--- src/hw/pus_pkg.sv ---
// package of constants and carrier types for the power-up reset sequencer
package pus_pkg;

	// ==========================================
	// performance levels and clocks
	localparam logic [0:0] PUS_LOWEST_PERF_LEVEL = 1'h0;
	localparam int PUS_STARTUP_FREQ_MHZ = 4;
	localparam logic [1:0] PUS_OSC_FREQ_SEL_4MHZ = 2'h0;
	localparam logic [3:0] PUS_MAIN_GEN_INDEX = 4'h0;
	localparam int PUS_NUM_GCLK = 8;
	localparam logic [7:0] PUS_DEFAULT_CLK_MASK = 8'h0F;
	localparam logic [31:0] PUS_RESET_ADDRESS = 32'h00000000;

	// ==========================================
	// supply stability filtering
	localparam int PUS_STABLE_CYCLES = 4;
	localparam int PUS_SYNC_STAGES = 2;

	// ==========================================
	// regulator modes
	typedef enum logic [3:0] {
		PUS_REG_LINEAR = 4'h1,
		PUS_REG_SWITCHING = 4'h2,
		PUS_REG_LOW_POWER = 4'h4,
		PUS_REG_SHUTDOWN = 4'h8
	} pus_reg_mode_t;

	// power manager sleep states
	typedef enum logic [1:0] {
		PUS_SLEEP_ACTIVE = 2'h0,
		PUS_SLEEP_IDLE = 2'h1,
		PUS_SLEEP_STANDBY = 2'h2,
		PUS_SLEEP_BACKUP = 2'h3
	} pus_sleep_t;

	// sequencer states
	typedef enum logic [2:0] {
		PUS_ST_HOLD = 3'h1,
		PUS_ST_SYNC = 3'h2,
		PUS_ST_RUN = 3'h4
	} pus_state_t;

	// clock configuration bundle
	typedef struct packed {
		logic osc_enable;
		logic [1:0] osc_freq_sel;
		logic [3:0] main_gen;
		logic [7:0] gclk_enable;
	} pus_clk_cfg_t;

	// pin configuration bundle for the debug clock pin
	typedef struct packed {
		logic input_enable;
		logic pull_up;
		logic drive_n;
	} pus_pin_cfg_t;

	localparam int PUS_PIN_GROUP = 32;
endpackage

--- src/hw/pus_sequencer.sv ---
// power-up reset sequencer: reset release, clock defaults, pins, regulator mode
// Functional notes
// - the chip is held in reset until both io supply and core supply report stable.
// - after power-up the lowest performance level is selected and the regulator targets it.
// - after release the chip runs from the startup oscillator, enabled and set to 4MHz.
// - generator 0 takes the startup oscillator and drives the main system clock.
// - only a default subset of system clocks runs from generator 0, others stay off until software.
// - all io pins are tri-stated after power-up except the debug clock pin, an input with pull-up.
// - the regulator defaults to linear mode while running.
// - software can switch the regulator to switching mode on the fly while active.
// - standby sleep puts the regulator in low-power mode once the chip is out of reset; while held in reset it stays linear.
// - backup sleep shuts the regulator down.
// - the regulator mode is chosen by the power manager sleep state together with the software switching request.
// - on release the cpu fetches its start vectors from address zero.
`timescale 1ns/1ns
module pus_sequencer #(
	parameter int STABLE_CYCLES = pus_pkg::PUS_STABLE_CYCLES,
	parameter int NUM_GCLK = pus_pkg::PUS_NUM_GCLK,
	parameter int NUM_PINS = pus_pkg::PUS_PIN_GROUP
) (
	input wire logic sys_clk,
	input wire logic reset_n,
	input wire logic io_supply_ok,
	input wire logic core_supply_ok,
	input wire pus_pkg::pus_sleep_t pm_sleep_state,
	input wire logic sw_switching_req,
	input wire logic [NUM_GCLK-1:0] sw_gclk_enable,
	input wire logic sw_gclk_write,
	output logic chip_reset_n,
	output logic perf_level,
	output pus_pkg::pus_reg_mode_t reg_mode,
	output pus_pkg::pus_clk_cfg_t clk_cfg,
	output logic [NUM_PINS-1:0] pin_oe_n,
	output logic [NUM_PINS-1:0] pin_pull_up,
	output logic [NUM_PINS-1:0] pin_input_en,
	output logic [31:0] cpu_boot_addr,
	output logic cpu_fetch_start
);

	// ==========================================
	// elaboration checks
	// refused at elaboration, so a bad build never reaches a clock edge
	// the counter is eight bits and the default clock mask is eight clocks wide
	if (STABLE_CYCLES < 1 || STABLE_CYCLES > 255) begin : g_bad_stable
		$error("stable cycle count out of range");
	end
	if (NUM_GCLK != 8) begin : g_bad_gclk
		$error("clock mask width must be eight");
	end
	if (NUM_PINS < 31) begin : g_bad_pins
		$error("pin group must hold the debug clock pin");
	end

	localparam int DBG_PIN = 30;

	// ==========================================
	// supply stability synchronisers
	logic io_meta;
	logic io_sync;
	logic core_meta;
	logic core_sync;
	logic [7:0] stable_cnt;
	logic [7:0] next_stable_cnt;
	pus_pkg::pus_state_t state;
	pus_pkg::pus_state_t next_state;

	// two stages per supply indication; only the second is ever looked at
	always_ff @(posedge sys_clk or negedge reset_n) begin
		if (!reset_n) begin
			io_meta <= 1'b0;
			io_sync <= 1'b0;
			core_meta <= 1'b0;
			core_sync <= 1'b0;
		end else begin
			io_meta <= io_supply_ok;
			io_sync <= io_meta;
			core_meta <= core_supply_ok;
			core_sync <= core_meta;
		end
	end

	// ==========================================
	// sequencer state machine
	// a glitch on either supply restarts the count, so short dips never release
	always_comb begin
		next_state = state;
		next_stable_cnt = stable_cnt;
		case (state)
			pus_pkg::PUS_ST_HOLD: begin
				if (io_sync && core_sync) begin
					next_stable_cnt = stable_cnt + 8'h01;
					if (stable_cnt == 8'(STABLE_CYCLES - 1)) begin
						next_state = pus_pkg::PUS_ST_SYNC;
					end
				end else begin
					next_stable_cnt = 8'h00;
				end
			end
			pus_pkg::PUS_ST_SYNC: begin
				if (io_sync && core_sync) begin
					next_state = pus_pkg::PUS_ST_RUN;
				end else begin
					next_state = pus_pkg::PUS_ST_HOLD;
					next_stable_cnt = 8'h00;
				end
			end
			pus_pkg::PUS_ST_RUN: begin
				if (!(io_sync && core_sync)) begin
					next_state = pus_pkg::PUS_ST_HOLD;
					next_stable_cnt = 8'h00;
				end
			end
			default: begin
				next_state = pus_pkg::PUS_ST_HOLD;
				next_stable_cnt = 8'h00;
			end
		endcase
	end

	always_ff @(posedge sys_clk or negedge reset_n) begin
		if (!reset_n) begin
			state <= pus_pkg::PUS_ST_HOLD;
			stable_cnt <= 8'h00;
		end else begin
			state <= next_state;
			stable_cnt <= next_stable_cnt;
		end
	end

	// ==========================================
	// reset, boot vector and performance level outputs
	logic next_chip_reset_n;
	logic next_fetch;
	logic next_perf_level;

	always_comb begin
		next_chip_reset_n = (next_state == pus_pkg::PUS_ST_RUN);
		next_fetch = (next_state == pus_pkg::PUS_ST_RUN) && (state != pus_pkg::PUS_ST_RUN);
		next_perf_level = pus_pkg::PUS_LOWEST_PERF_LEVEL;
	end

	always_ff @(posedge sys_clk or negedge reset_n) begin
		if (!reset_n) begin
			chip_reset_n <= 1'b0;
			cpu_fetch_start <= 1'b0;
			perf_level <= pus_pkg::PUS_LOWEST_PERF_LEVEL;
			cpu_boot_addr <= pus_pkg::PUS_RESET_ADDRESS;
		end else begin
			chip_reset_n <= next_chip_reset_n;
			cpu_fetch_start <= next_fetch;
			perf_level <= next_perf_level;
			cpu_boot_addr <= pus_pkg::PUS_RESET_ADDRESS;
		end
	end

	// ==========================================
	// clock configuration
	pus_pkg::pus_clk_cfg_t next_clk_cfg;

	always_comb begin
		next_clk_cfg = clk_cfg;
		if (!next_chip_reset_n) begin
			next_clk_cfg.osc_enable = 1'b1;
			next_clk_cfg.osc_freq_sel = pus_pkg::PUS_OSC_FREQ_SEL_4MHZ;
			next_clk_cfg.main_gen = pus_pkg::PUS_MAIN_GEN_INDEX;
			next_clk_cfg.gclk_enable = pus_pkg::PUS_DEFAULT_CLK_MASK;
		end else if (sw_gclk_write) begin
			next_clk_cfg.gclk_enable = sw_gclk_enable;
		end
	end

	always_ff @(posedge sys_clk or negedge reset_n) begin
		if (!reset_n) begin
			clk_cfg <= '{osc_enable: 1'b1, osc_freq_sel: pus_pkg::PUS_OSC_FREQ_SEL_4MHZ,
				main_gen: pus_pkg::PUS_MAIN_GEN_INDEX, gclk_enable: pus_pkg::PUS_DEFAULT_CLK_MASK};
		end else begin
			clk_cfg <= next_clk_cfg;
		end
	end

	// ==========================================
	// io pin defaults
	// pins keep reset defaults; they hold the same values once the chip runs
	generate
		for (genvar i = 0; i < NUM_PINS; i++) begin : g_pin
			always_ff @(posedge sys_clk or negedge reset_n) begin
				if (!reset_n) begin
					pin_oe_n[i] <= 1'b1;
					pin_pull_up[i] <= (i == DBG_PIN) ? 1'b1 : 1'b0;
					pin_input_en[i] <= (i == DBG_PIN) ? 1'b1 : 1'b0;
				end else begin
					pin_oe_n[i] <= 1'b1;
					pin_pull_up[i] <= (i == DBG_PIN) ? 1'b1 : 1'b0;
					pin_input_en[i] <= (i == DBG_PIN) ? 1'b1 : 1'b0;
				end
			end
		end
	endgenerate

	// ==========================================
	// regulator mode selection
	logic sw_switching;
	logic next_sw_switching;
	pus_pkg::pus_reg_mode_t next_reg_mode;

	always_comb begin
		next_sw_switching = sw_switching;
		if (!next_chip_reset_n) begin
			next_sw_switching = 1'b0;
		end else if (pm_sleep_state == pus_pkg::PUS_SLEEP_ACTIVE) begin
			next_sw_switching = sw_switching_req;
		end
		case (pm_sleep_state)
			pus_pkg::PUS_SLEEP_STANDBY: begin
				next_reg_mode = pus_pkg::PUS_REG_LOW_POWER;
			end
			pus_pkg::PUS_SLEEP_BACKUP: begin
				next_reg_mode = pus_pkg::PUS_REG_SHUTDOWN;
			end
			default: begin
				next_reg_mode = next_sw_switching ? pus_pkg::PUS_REG_SWITCHING : pus_pkg::PUS_REG_LINEAR;
			end
		endcase
		if (!next_chip_reset_n && pm_sleep_state != pus_pkg::PUS_SLEEP_BACKUP) begin
			next_reg_mode = pus_pkg::PUS_REG_LINEAR;
		end
	end

	always_ff @(posedge sys_clk or negedge reset_n) begin
		if (!reset_n) begin
			sw_switching <= 1'b0;
			reg_mode <= pus_pkg::PUS_REG_LINEAR;
		end else begin
			sw_switching <= next_sw_switching;
			reg_mode <= next_reg_mode;
		end
	end

	// ==========================================
	// assertions
	// release needs supplies
	a_release_needs_supply: assert property (@(posedge sys_clk) disable iff (!reset_n)
		$rose(chip_reset_n) |-> $past(io_sync) && $past(core_sync) && $past(io_sync, 2))
		else $error("reset released without stable supplies");
	a_supply_drop_reset: assert property (@(posedge sys_clk) disable iff (!reset_n)
		(chip_reset_n && !(io_sync && core_sync)) |=> !chip_reset_n)
		else $error("reset not reasserted on supply loss");
	a_perf_level_low: assert property (@(posedge sys_clk) disable iff (!reset_n)
		$rose(chip_reset_n) |-> perf_level == pus_pkg::PUS_LOWEST_PERF_LEVEL)
		else $error("wrong performance level at release");
	a_osc_default: assert property (@(posedge sys_clk) disable iff (!reset_n)
		$rose(chip_reset_n) |-> clk_cfg.osc_enable && clk_cfg.osc_freq_sel == pus_pkg::PUS_OSC_FREQ_SEL_4MHZ)
		else $error("startup oscillator not at default");
	a_clk_mask_default: assert property (@(posedge sys_clk) disable iff (!reset_n)
		$rose(chip_reset_n) |-> clk_cfg.gclk_enable == pus_pkg::PUS_DEFAULT_CLK_MASK
			&& clk_cfg.main_gen == pus_pkg::PUS_MAIN_GEN_INDEX)
		else $error("clock defaults wrong at release");
	a_debug_pin_cfg: assert property (@(posedge sys_clk) disable iff (!reset_n)
		pin_oe_n[DBG_PIN] && pin_pull_up[DBG_PIN] && pin_input_en[DBG_PIN] && pin_oe_n[0] && !pin_pull_up[0])
		else $error("pin defaults wrong");
	a_active_linear: assert property (@(posedge sys_clk) disable iff (!reset_n)
		(pm_sleep_state == pus_pkg::PUS_SLEEP_ACTIVE && !sw_switching_req) |=> reg_mode == pus_pkg::PUS_REG_LINEAR)
		else $error("regulator not linear while active");
	// standby low power, only once the chip is out of reset
	a_standby_lp: assert property (@(posedge sys_clk) disable iff (!reset_n)
		(next_chip_reset_n && pm_sleep_state == pus_pkg::PUS_SLEEP_STANDBY)
		|=> reg_mode == pus_pkg::PUS_REG_LOW_POWER)
		else $error("standby regulator mode wrong");
	a_backup_off: assert property (@(posedge sys_clk) disable iff (!reset_n)
		pm_sleep_state == pus_pkg::PUS_SLEEP_BACKUP |=> reg_mode == pus_pkg::PUS_REG_SHUTDOWN)
		else $error("backup regulator not shut down");
	a_switch_on_fly: assert property (@(posedge sys_clk) disable iff (!reset_n)
		(chip_reset_n && sw_switching_req && pm_sleep_state == pus_pkg::PUS_SLEEP_ACTIVE && io_sync && core_sync)
		|=> reg_mode == pus_pkg::PUS_REG_SWITCHING)
		else $error("switching mode not taken");
	a_fetch_pulse: assert property (@(posedge sys_clk) disable iff (!reset_n)
		cpu_fetch_start |-> $rose(chip_reset_n) && cpu_boot_addr == pus_pkg::PUS_RESET_ADDRESS ##1 !cpu_fetch_start)
		else $error("fetch start pulse wrong");
endmodule

--- config.mk ---
export PLATFORM = sky130hd
export DESIGN_NAME = pus_sequencer
export DESIGN_NICKNAME = d
export VERILOG_FILES = /design/src/hw/pus_pkg.sv /design/src/hw/pus_sequencer.sv
export SDC_FILE = /design/constraint.sdc
export NUM_CORES = 1
export LEC_CHECK = 0
export BUFFER_PORTS_ARGS = -buffer_cell sky130_fd_sc_hd__clkbuf_2
export CAP_MARGIN = 20
export CELL_PAD_IN_SITES_DETAIL_PLACEMENT = 1
export CELL_PAD_IN_SITES_GLOBAL_PLACEMENT = 1
export CORE_MARGIN = 5
export CORE_UTILIZATION = 31
export CTS_CLUSTER_DIAMETER = 30
export DETAILED_ROUTE_END_ITERATION = 12
export GPL_TIMING_DRIVEN = 0
export PLACE_DENSITY = 0.91
export SETUP_SLACK_MARGIN = 0.5
export SLEW_MARGIN = 40
export SYNTH_ARGS = -nofsm -noshare
export SYNTH_HDL_FRONTEND = slang
export SYNTH_SLANG_ARGS = --single-unit
--- constraint.sdc ---
create_clock -name sys_clk -period 5.11 [get_ports sys_clk]
set_clock_uncertainty 0.2 [all_clocks]
set_input_delay 0.7665 -clock sys_clk [delete_from_list [all_inputs] [get_ports sys_clk]]
set_output_delay 0.7665 -clock sys_clk [all_outputs]
set_load 0.02 [all_outputs]
== Word-level counts from Yosys, hierarchy flattened ==
Index checks and enable logic that the tools add are counted.

* Register bits after elaboration: 30
* Bits of input ports: 16
* Output and inout port bits: 150
* Word-level logic and storage cells: 44

* Add/sub/neg operators: 1
* Equality and inequality tests: 11
* Multiplexer cells: 15
* Reductions and logical operators: 6

{| class="wikitable"
|+ Operator list
! kind !! count
|-
| two-way mux 8 bit || 4
|-
| case mux 8 bit (2 select lines) || 1
|-
| two-way mux 3 bit || 4
|-
| case mux 3 bit (3 select lines) || 1
|-
| adder 8 x 1 -> 8 bit (second input constant) || 1
|-
| equality test 8 x 2 -> 1 bit (second input constant) || 1
|-
| case mux 4 bit (2 select lines) || 1
|-
| equality test 3 bit (second input constant) || 2
|-
| != test 2 bit (second input constant) || 3
|-
| equality test 2 bit (second input constant) || 2
|-
| two-way mux 4 bit || 1
|-
| equality test 3 x 1 -> 1 bit (second input constant) || 1
|-
| equality test 3 x 2 -> 1 bit (second input constant) || 1
|-
| logical AND 1 bit || 3
|-
| != test 3 bit (second input constant) || 1
|-
| logical NOT 2 bit || 1
|-
| two-way mux 1 bit || 2
|-
| two-way mux 2 bit || 1
|-
| OR reduction 2 bit || 1
|-
| logical NOT 1 bit || 1
|}

== Logic depth before layout (Yosys ltp) ==
Gate-level depths: netlist of the first run.

* Depth after elaboration: 9
* Mapped depth: 7
* Mapped depth without buffers: 5

== Least setup slack after synthesis of the first run ==
No wires, ideal clock.

* Path type: input-to-reg
* From: input port sw_gclk_write
* To: register clk_cfg[4] in the netlist's numbering
* Setup time: 0.119 ns
* Arrival time: 1.387 ns
* Required time: 4.791 ns
* Path slack: 3.404 ns
* Cell stages on the path: 3
* Path buffers: 1
* Cells stage by stage: buf_1 -> mux2i_1 -> nor2_1

* Cells in the longest elaborated chain, start to end: 1

{| class="wikitable"
|+ RTL lines
! item !! RTL line !! RTL
|-
| start, declared || pus_sequencer.sv:28 || <nowiki>input wire logic sw_gclk_write,</nowiki>
|-
| != test 2 bit (no line) || -- ||
|-
| end signal, assigned || pus_sequencer.sv:174 || <nowiki>clk_cfg <= '{osc_enable: 1'b1, osc_freq_sel: pus_pkg::PUS_OSC_FREQ_SEL_4MHZ,</nowiki>
|-
| end signal, assigned || pus_sequencer.sv:177 || <nowiki>clk_cfg <= next_clk_cfg;</nowiki>
|-
| end, declared || pus_sequencer.sv:32 || <nowiki>output pus_pkg::pus_clk_cfg_t clk_cfg,</nowiki>
|}

No other way between the ends.
A chain may end at the register's enable or synchronous reset.

== Worst setup path in the final report of the first run ==
* From: register clk_cfg[0] in the netlist's numbering
* To: output port clk_cfg[0] in the netlist's numbering

No word-level cell between the ends.

==> impl_metrics.csv, run 1 <==
group,metric,value,unit
detailed_routing,wl,5479,um
clocking,root_buffer,"clkbuf_8",
detailed_routing,wl_per_cell,10.70,um
logic_synthesis,synth_seq_area_share,32.86,%
worst_setup_path,worst_setup_path_start_kind,"register",
global_routing,grt-ovfl-total,0,
placement,port_buffers,28,
clocking,ctsHoldBuffers,0,
logic_synthesis,synthTopCellsByCount,"buf_4 (136), dfrtp_1 (24), nor2_1 (11)",
min_path,hp-class,"register to register",
detailed_routing,drtIter0Drc,50,
sta,final-hold-violation-count,0,
logic_synthesis,ys_types,33,
final_layout,final-seq-area,758.2,sq um
clocking,cts_inserted_buffers,5,
logic_synthesis,syn_area,2307,sq um
detailed_routing,dr.pass1.iters,4,
logic_synthesis,syn_area_per_cell,9.456,sq um
detailed_routing,via_count,1730,
logic_synthesis,yosys.area.top_type,"buf_4",
clocking,clk_path_buf_depth,2,
logic_synthesis,ys.flop_type,"dfrtp_1",
run,cap_violations,0,
logic_synthesis,synth_seq_cells,30,
worst_setup_path,critPathMaxStageDelay,0.53,ns
clocking,clock_sinks,30,
sta,final.setup.tns,0,ns
power,powerDensity,197.3,nW/um^2
final_layout,areaGrowthSynthToFinish,36.66,%
worst_setup_path,crit_slowest_cell,"dfstp_2",
die,die_height,96.27,um
clocking,ctsResizeCount,0,
placement,dp.cells,505,
worst_setup_path,cp_data_required_time,4.14,ns
final_layout,fill_cells,932,
logic_synthesis,synthCells,244,
sta,period_minus_slack,1.942,ns
sta,fmax,514.9,MHz
global_routing,grt_use_total,11.55,%
worst_setup_path,reg2reg_depth,6,
final_layout,n_antenna_cell,0,
final_layout,stdcell_area,3153,sq um
placement,place_area,3074,sq um
detailed_routing,drtAntennaViolNets,0,
power,max-vdd-ir-drop,0.1051,mV
worst_setup_path,path_class,"register to output port",
worst_setup_path,worstSetupPathDepth,1,
worst_setup_path,cp_max_fo,2,
worst_setup_path,crit_family,"flip-flops",
die,start_util,31.81,%
logic_synthesis,synth_area_leaders,"buf_4 (44%), dfrtp_1 (26%), dfstp_2 (6.8%), mux2i_1 (3.9%), o21ai_2 (2.3%)",
clocking,insertion_delay,0.27,ns
die,die_area,9268,sq um
detailed_routing,vias_per_cell,3.379,
clocking,cts_setup_buffers,0,
die,boundaryPins,166,
global_routing,antenna_found_initial,0,
logic_synthesis,yosysMostFrequentCell,"buf_4",
min_path,holdPathStages,0,
sta,relSlewSlack,53.32,%
clocking,h-tree-depth,2,
final_layout,num-nets-final,430,
global_routing,grt_first_pass_wirelength,8355,um
worst_setup_path,cp_num_buf_inv,1,
power,leakage,1.887,nW
sta,tightest_slew,0.7002,ns
final_layout,layout.cells.non_filler,512,
clocking,clkTransAtPathRegs,0.06,ns
clocking,cts_tree,"done",
die,dieWidth,96.27,um
final_layout,post-route-util,43.47,%
logic_synthesis,synth_top_area_share,44.25,%
logic_synthesis,yosys_warnings,0,
sta,setup_viol,0,
sta,fin_crit_sh,38.01,%
logic_synthesis,async_flop_share,100.0,%
placement,routabilityCongestion,0.7899,
global_routing,grt_max_degree,31,
power,total_power,0.6220,mW
die,rows,31,
final_layout,drive_above_1_share,45.28,%
detailed_routing,drc,0,
die,core,7253,sq um
logic_synthesis,synth_edf_count,0,
sta,slew_viol_final,0,
worst_setup_path,cp_cell_sequence,"clkbuf_2",
worst_setup_path,cp.arrival,0.98,ns
status,status,"finished, final reports clean",
global_routing,grt_pass1_vias,1829,
worst_setup_path,cp-end-kind,"output port",
sta,rsz0062_at_grt,"false",
placement,dp_hpwl,4767,um
final_layout,multi_input_area,991.0,sq um
-- per-stage QoR --
| step | hold WS [ns] | setup slack, ns |
|---|---|---|
| 2_1_floorplan | 0.1312 | 3.404 |
| 3_3_place_gp | 0.1336 | 3.288 |
| 3_5_place_dp | 0.1371 | 3.247 |
| 4_1_cts | 0.1517 | 3.150 |
| 5_1_grt | 0.1561 | 3.131 |
| 6_report | 0.1502 | 3.168 |
-- final cells by class --
type                    instances  share of cell area [%]
inverters                       2                  0.3175
clock inverters                 2                  0.3175
plain buffers                 139                   33.33
well taps                      99                   3.929
repair buffers                 28                   4.444
clock buffers                   5                   2.183
flip-flops and latches         30                   24.05
multi-input cells             207                   31.43
-- flip-flops by register name (all words and copies together) (netlist names) --
name and flops:
clk_cfg 8, stable_cnt 8, reg_mode 4, state 3, chip_reset_n 1, core_meta 1, core_sync 1, cpu_fetch_start 1
io_meta 1, io_sync 1, sw_switching 1
-- logic make-up (layout without fill, tap and decap cells) --
kind of cell / Yosys count / count (layout) / share of synthesized area (%)
fa+ha+maj: 1 / 1 / 0.5422
compound gates: 17 / 17 / 5.965
simple gates: 38 / 38 / 8.135
buf+inv: 141 / 176 / 45.99
mux: 9 / 9 / 3.905
other cells: 2 / 136 / 0.3255
xor+xnor: 6 / 6 / 2.278
flops: 30 / 30 / 32.86
-- layer usage --
| metal | GRT usage (%) | part of all wire, % | vias to the layer above |
|---|---|---|---|
| li1 | - | - | 850 |
| met1 | 11.05 | 33 | 790 |
| met2 | 23.17 | 58 | 84 |
| met3 | 3.831 | 8.1 | 6 |
| met4 | 2.844 | 0.88 | 0 |
| met5 | 0 | 0 | - |
-- worst paths after layout --
| check | start | to | slack (ns) |
|---|---|---|---|
| max | clk_cfg[0]$_DFFE_PN1P_ | clk_cfg[0] | 3.17 |
| min | core_meta$_DFF_PN0_ | core_sync$_DFF_PN0_ | 0.15 |
| max reg2reg | state[2]$_DFF_PN0_ | stable_cnt[1]$_DFFE_PN0P_ | 3.28 |
| min reg2reg | core_meta$_DFF_PN0_ | core_sync$_DFF_PN0_ | 0.15 |
| max in group asynchronous | reset_n | clk_cfg[4]$_DFFE_PN0P_ | 3.93 |
| min in group asynchronous | reset_n | stable_cnt[7]$_DFFE_PN0P_ | 0.34 |
-- cell usage in the layout (no fill, tap or decap), drive strengths merged, types with 3 or more instances in the layout --
master,instances
buf,140
clkbuf,32
conb,136
dfrtp,24
dfstp,6
mux2i,9
nand2,10
nand3,3
nor2,11
nor3,3
nor3b,3
o21ai,9
xor2,5
-- where the power goes --
group | internal, mW | switching, mW
Sequential | 0.241 | 0.00262
Clock | 0.0911 | 0.0858
Combinational | 0.0794 | 0.122
No activity file was read; power rests on OpenSTA's default activity.
==> run 2, diff against run 1 <==
--- a/config.mk
+++ b/config.mk
@@ -10,11 +10,11 @@
 export CELL_PAD_IN_SITES_DETAIL_PLACEMENT = 1
 export CELL_PAD_IN_SITES_GLOBAL_PLACEMENT = 1
 export CORE_MARGIN = 5
-export CORE_UTILIZATION = 31
+export CORE_UTILIZATION = 29
 export CTS_CLUSTER_DIAMETER = 30
 export DETAILED_ROUTE_END_ITERATION = 12
 export GPL_TIMING_DRIVEN = 0
-export PLACE_DENSITY = 0.91
+export PLACE_DENSITY = 0.86
 export SETUP_SLACK_MARGIN = 0.5
 export SLEW_MARGIN = 40
 export SYNTH_ARGS = -nofsm -noshare
==> constraint.sdc (replaced) <==
create_clock -name sys_clk -period 1.8 [get_ports sys_clk]
set_clock_uncertainty 0.2 [all_clocks]
set_input_delay 0.27 -clock sys_clk [delete_from_list [all_inputs] [get_ports sys_clk]]
set_output_delay 0.27 -clock sys_clk [all_outputs]
set_load 0.02 [all_outputs]
==> impl_metrics.csv, run 2 (synthesis results as in run 1) <==
group,metric,value,unit
power,max-vdd-ir-drop,0.3449,mV
sta,fin_crit_sh,91.66,%
global_routing,grt_first_pass_wirelength,8652,um
sta,final-hold-violation-count,24,
final_layout,layout.cells.non_filler,531,
final_layout,final_cell_mix,"buf_4 (147), conb_1 (136), dfrtp_1 (22), clkbuf_2 (13), nand2_1 (10)",
worst_setup_path,path_class,"register to register",
placement,dp.cells,508,
run,cap_violations,0,
sta,slew_viol_final,0,
final_layout,reg.largest.list,"clk_cfg x8, stable_cnt x8, reg_mode x4",
global_routing,antenna_found_initial,0,
final_layout,areaGrowthSynthToFinish,52.49,%
die,die_area,9840,sq um
global_routing,grt-ovfl-total,0,
global_routing,grt_max_degree,31,
sta,setup_slack,0.1501,ns
detailed_routing,via_count,1790,
sta,period_minus_slack,1.650,ns
worst_setup_path,worst_setup_path_start_kind,"register",
placement,dpl_worst_slack,0.008806,ns
detailed_routing,dr.pass1.iters,4,
worst_setup_path,cp-end-kind,"register",
worst_setup_path,cp.arrival,1.62,ns
clocking,root_buffer,"clkbuf_8",
detailed_routing,drc,0,
final_layout,n_antenna_cell,0,
status,status,"finished, violations left",
power,powerDensity,604.0,nW/um^2
clocking,clkTransAtPathRegs,0.07,ns
clocking,insertion_delay,0.28,ns
final_layout,layout_commonest_cell,"buf_4",
status,violations,"negative hold slack",
sta,final.setup.tns,0,ns
worst_setup_path,cp_data_required_time,1.77,ns
sta,fmax,606.1,MHz
die,boundaryPins,166,
sta,relSlewSlack,56.17,%
die,core,7727,sq um
worst_setup_path,cp_max_fo,8,
detailed_routing,vias_per_cell,3.371,
detailed_routing,wl,5533,um
power,total_power,2.125,mW
clocking,h-tree-depth,2,
die,dieWidth,99.20,um
sta,whs,-0.1840,ns
sta,rsz0062_at_grt,"true",
clocking,clk_path_buf_depth,2,
final_layout,drive_above_1_share,50.35,%
final_layout,num-nets-final,445,
die,die_height,99.20,um
placement,routabilityCongestion,0.7278,
clocking,cts_inserted_buffers,5,
detailed_routing,drtIter0Drc,50,
placement,dp_hpwl,4477,um
die,start_util,29.86,%
detailed_routing,drtAntennaViolNets,0,
min_path,hp-class,"input port to async pin",
placement,port_buffers,28,
clocking,ctsHoldBuffers,3,
global_routing,grt_use_total,10.85,%
die,rows,32,
clocking,clock_sinks,30,
sta,tightest_slew,0.6575,ns
global_routing,grt_pass1_vias,1890,
clocking,cts_tree,"done",
sta,setup_viol,0,
power,leakage,2.018,nW
detailed_routing,wl_per_cell,10.42,um
run 2: cell count changes in the layout (fill, tap and decap cells not counted), sizes merged:
cell	previous run	this run
buf	140	165
bufinv	0	2
clkbuf	32	20
clkinv	2	0
dlygate4sd3	0	3
run 2: layout make-up:
cell class	instances	area, sq um
multi-input combinational	207	1057
clock inverter	2	60.06
tap	102	127.6
timing repair buffer	43	369.1
buffer	139	1051
fill	964	4209
clock buffer	6	82.58
sequential	30	760.7
inverter	2	10.01
run 2: final timing paths:
check                                     from                         to  slack (ns)  cells past startpoint
setup reg to reg            state[0]$_DFF_PN1_  stable_cnt[1]$_DFFE_PN0P_        0.15                      6
hold / removal                         reset_n     sw_switching$_DFF_PN0_       -0.18                      1
setup / recovery            state[0]$_DFF_PN1_  stable_cnt[1]$_DFFE_PN0P_        0.15                      6
hold reg to reg            core_meta$_DFF_PN0_        core_sync$_DFF_PN0_        0.15                      0
min in group sys_clk         sw_gclk_enable[2]     clk_cfg[2]$_DFFE_PN1P_        0.02                      3
max in group asynchronous              reset_n         state[1]$_DFF_PN0_        1.12                      1
run 2: stage by stage:
stage / util (%) / instance area (sq um)
finish: 45.53 / 3518
global route: 45.53 / 3518
CTS: 44.30 / 3423
detailed placement: 39.93 / 3085
global placement: 39.93 / 3085
floorplan: - / 2818
run 2: critical path, cell delays in order (launching register included):
cell,delay [ns]
dfstp_2,0.55
nand3b_1,0.13
or2_1,0.15
buf_6,0.12
inv_4,0.03
buf_8,0.12
a22o_4,0.23
run 2: where the power goes:
group | internal, mW | leakage, nW | switching [mW]
clock | 0.590 | 0.0714 | 0.254
sequential | 0.685 | 0.384 | 0.00639
combinational | 0.239 | 1.56 | 0.350
total | 1.51 | 2.02 | 0.611
run 2: timing repair:
item / in CTS / in global routing
setup endpoints to repair: 34 / 38
gates resized for setup: 19 / 34
buffers inserted: 10 / 2
gates cloned: 0 / 0
endpoints found under the hold margin: 27 / 24
pin swaps: 3 / 4
run 2: layer usage:
| layer | global-route usage (%) | share of wire, % | wire [um] |
|---|---|---|---|
| met3 | 4.558 | 9.3 | 515 |
| met1 | 11.06 | 35 | 1946 |
| met2 | 20.87 | 55 | 3039 |
| met5 | 0 | 0 | 0 |
| met4 | 1.576 | 0.56 | 31 |
==> run 3, diff against run 2 <==
==> constraint.sdc (replaced) <==
create_clock -name sys_clk -period 1.6 [get_ports sys_clk]
set_clock_uncertainty 0.2 [all_clocks]
set_input_delay 0.24 -clock sys_clk [delete_from_list [all_inputs] [get_ports sys_clk]]
set_output_delay 0.24 -clock sys_clk [all_outputs]
set_load 0.02 [all_outputs]
==> impl_metrics.csv, run 3 (synthesis results as in run 1) <==
group,metric,value,unit
worst_setup_path,critPathLaunch,"state[0]$_DFF_PN1_",
die,dieWidth,99.20,um
global_routing,grt_use_total,12.46,%
final_layout,fill_cells,967,
worst_setup_path,cp.arrival,1.64,ns
worst_setup_path,path_class,"register to register",
worst_setup_path,worst_setup_path_start_kind,"register",
placement,dpl_worst_slack,-0.1820,ns
global_routing,grt_max_degree,31,
final_layout,reg.largest.list,"clk_cfg x8, stable_cnt x8, reg_mode x4",
die,die_area,9840,sq um
global_routing,grt-ovfl-total,0,
power,p_sw,0.7071,mW
sta,fin_crit_sh,103.8,%
sta,setup_viol,6,
min_path,hp-class,"input port to async pin",
placement,dp_hpwl,4760,um
power,leakage,2.026,nW
worst_setup_path,r2r_end,"stable_cnt[1]$_DFFE_PN0P_",
clocking,h-tree-depth,2,
power,powerDensity,593.9,nW/um^2
global_routing,grt_first_pass_wirelength,9673,um
final_layout,final_cell_mix,"buf_4 (147), conb_1 (136), dfrtp_1 (22), clkbuf_8 (15), clkbuf_2 (13)",
worst_setup_path,rrSetupSlack,-0.06,ns
power,p_clk_share,30.7,%
worst_setup_path,crit_slowest_cell,"dfstp_2",
die,start_util,29.86,%
die,core,7727,sq um
final_layout,areaGrowthSynthToFinish,53.09,%
placement,routabilityCongestion,0.7652,
worst_setup_path,critPathMaxStageDelay,0.55,ns
detailed_routing,drtAntennaViolNets,0,
power,max-vdd-ir-drop,0.3083,mV
detailed_routing,dr.pass1.iters,4,
power,intPower,1.391,mW
sta,whs,-0.2179,ns
worst_setup_path,reg2reg_depth,6,
worst_setup_path,cp_cell_sequence,"nand3b_1 -> or2_1 -> buf_6 -> inv_4 -> buf_8 -> a22o_4",
clocking,root_buffer,"clkbuf_8",
detailed_routing,wl,6153,um
global_routing,grt_pass1_vias,2034,
clocking,cts_tree,"done",
sta,rsz0062_at_grt,"true",
die,die_height,99.20,um
final_layout,n_antenna_cell,0,
status,status,"finished, violations left",
sta,final-hold-violation-count,25,
power,power.share.switching,33.71,%
clocking,clkTransAtPathRegs,0.07,ns
run,cap_violations,0,
placement,place_area,3090,sq um
sta,period_minus_slack,1.660,ns
worst_setup_path,crit_end,"stable_cnt[1]$_DFFE_PN0P_",
detailed_routing,drtIter0Drc,50,
power,pwr-share-seq,37.1,%
clocking,insertion_delay,0.29,ns
final_layout,num-nets-final,449,
clocking,ctsHoldBuffers,7,
sta,tightest_slew,0.6794,ns
clocking,cts_inserted_buffers,5,
detailed_routing,vias_per_cell,3.445,
final_layout,layout_commonest_cell,"buf_4",
final_layout,stdcell_area,3532,sq um
detailed_routing,drc,0,
sta,relSlewSlack,54.70,%
global_routing,antenna_found_initial,0,
sta,slew_viol_final,0,
worst_setup_path,cp_max_fo,8,
detailed_routing,wl_per_cell,11.50,um
clocking,clk_path_buf_depth,2,
sta,fmax,602.3,MHz
final_layout,drive_above_1_share,49.88,%
placement,port_buffers,28,
worst_setup_path,cp_data_required_time,1.58,ns
power,pwr-share-comb,32.1,%
detailed_routing,via_count,1843,
sta,setup_slack,-0.06017,ns
worst_setup_path,reg2reg_from,"state[0]$_DFF_PN1_",
worst_setup_path,cp-end-kind,"register",
die,rows,32,
power,total_power,2.098,mW
status,violations,"negative hold slack, negative setup slack",
die,boundaryPins,166,
clocking,clock_sinks,30,
==> run 3: worst min path at each step <==
| stage | start | slack [ns] | end | cells past startpoint |
|---|---|---|---|---|
| after floorplan | reset_n | -0.26 | chip_reset_n$_DFF_PN0_ | 0 |
| after global placement | reset_n | 0.13 | stable_cnt[6]$_DFFE_PN0P_ | 1 |
| after detailed placement | core_meta$_DFF_PN0_ | 0.14 | core_sync$_DFF_PN0_ | 0 |
| final | reset_n | -0.22 | stable_cnt[5]$_DFFE_PN0P_ | 1 |
| after CTS | reset_n | -0.17 | clk_cfg[7]$_DFFE_PN0P_ | 1 |
| after global routing | reset_n | -0.15 | core_meta$_DFF_PN0_ | 1 |
==> run 3: area by class of cell <==
type / count / area (sq um) / area share, %
sequential: 30 / 760.7 / 21.54
multi-input combinational: 207 / 1059 / 29.97
clock buffer: 7 / 86.33 / 2.444
clock inverter: 1 / 5.005 / 0.1417
tap: 102 / 127.6 / 3.613
inverter: 2 / 10.01 / 0.2834
timing repair buffer: 47 / 432.9 / 12.26
buffer: 139 / 1051 / 29.76
==> run 3: repair_timing <==
item / 4_1_cts / 5_1_grt
endpoints found under the setup margin: 39 / 39
pin swaps: 6 / 2
setup buffers: 12 / 0
gates resized for setup: 42 / 8
hold endpoints to repair: 33 / 24
==> run 3: power groups by stage <==
stage          Clock [mW]  Combinational [mW]  Sequential (mW)
3_5_place_dp            0               0.613            0.792
6_report            0.645               0.674            0.779
3_3_place_gp            0               0.610            0.791
4_1_cts             0.656               0.640            0.778
2_1_floorplan           0               0.564            0.794
5_1_grt             0.704               0.724            0.779
==> run 3: worst max-delay path: cells and delay by family, from the launching register on <==
| family | cells | cell delay, ns |
|---|---|---|
| buffers and inverters | 3 | 0.26 |
| DFF | 1 | 0.55 |
| and+or+nand+nor | 2 | 0.30 |
| AOI/OAI and AO/OA | 1 | 0.23 |
==> run 3: stage by stage <==
step                setup TNS [ns]  utilization, %  instances  hold WS [ns]
global placement           -0.5078           39.99        508        0.1260
detailed placement         -0.6591           39.99        508        0.1418
finish                     -0.2094           45.71        535       -0.2179
floorplan                 -0.04187               -        378       -0.2556
global route                -1.193           45.71        535       -0.1541
CTS                        -0.1026           45.51        535       -0.1652
==> run 3: metal layers <==
| layer | GRT usage [%] | routed length [um] |
|---|---|---|
| met5 | 0 | 0 |
| met4 | 4.202 | 99 |
| met3 | 4.698 | 591 |
| met2 | 24.64 | 3548 |
| met1 | 11.51 | 1913 |
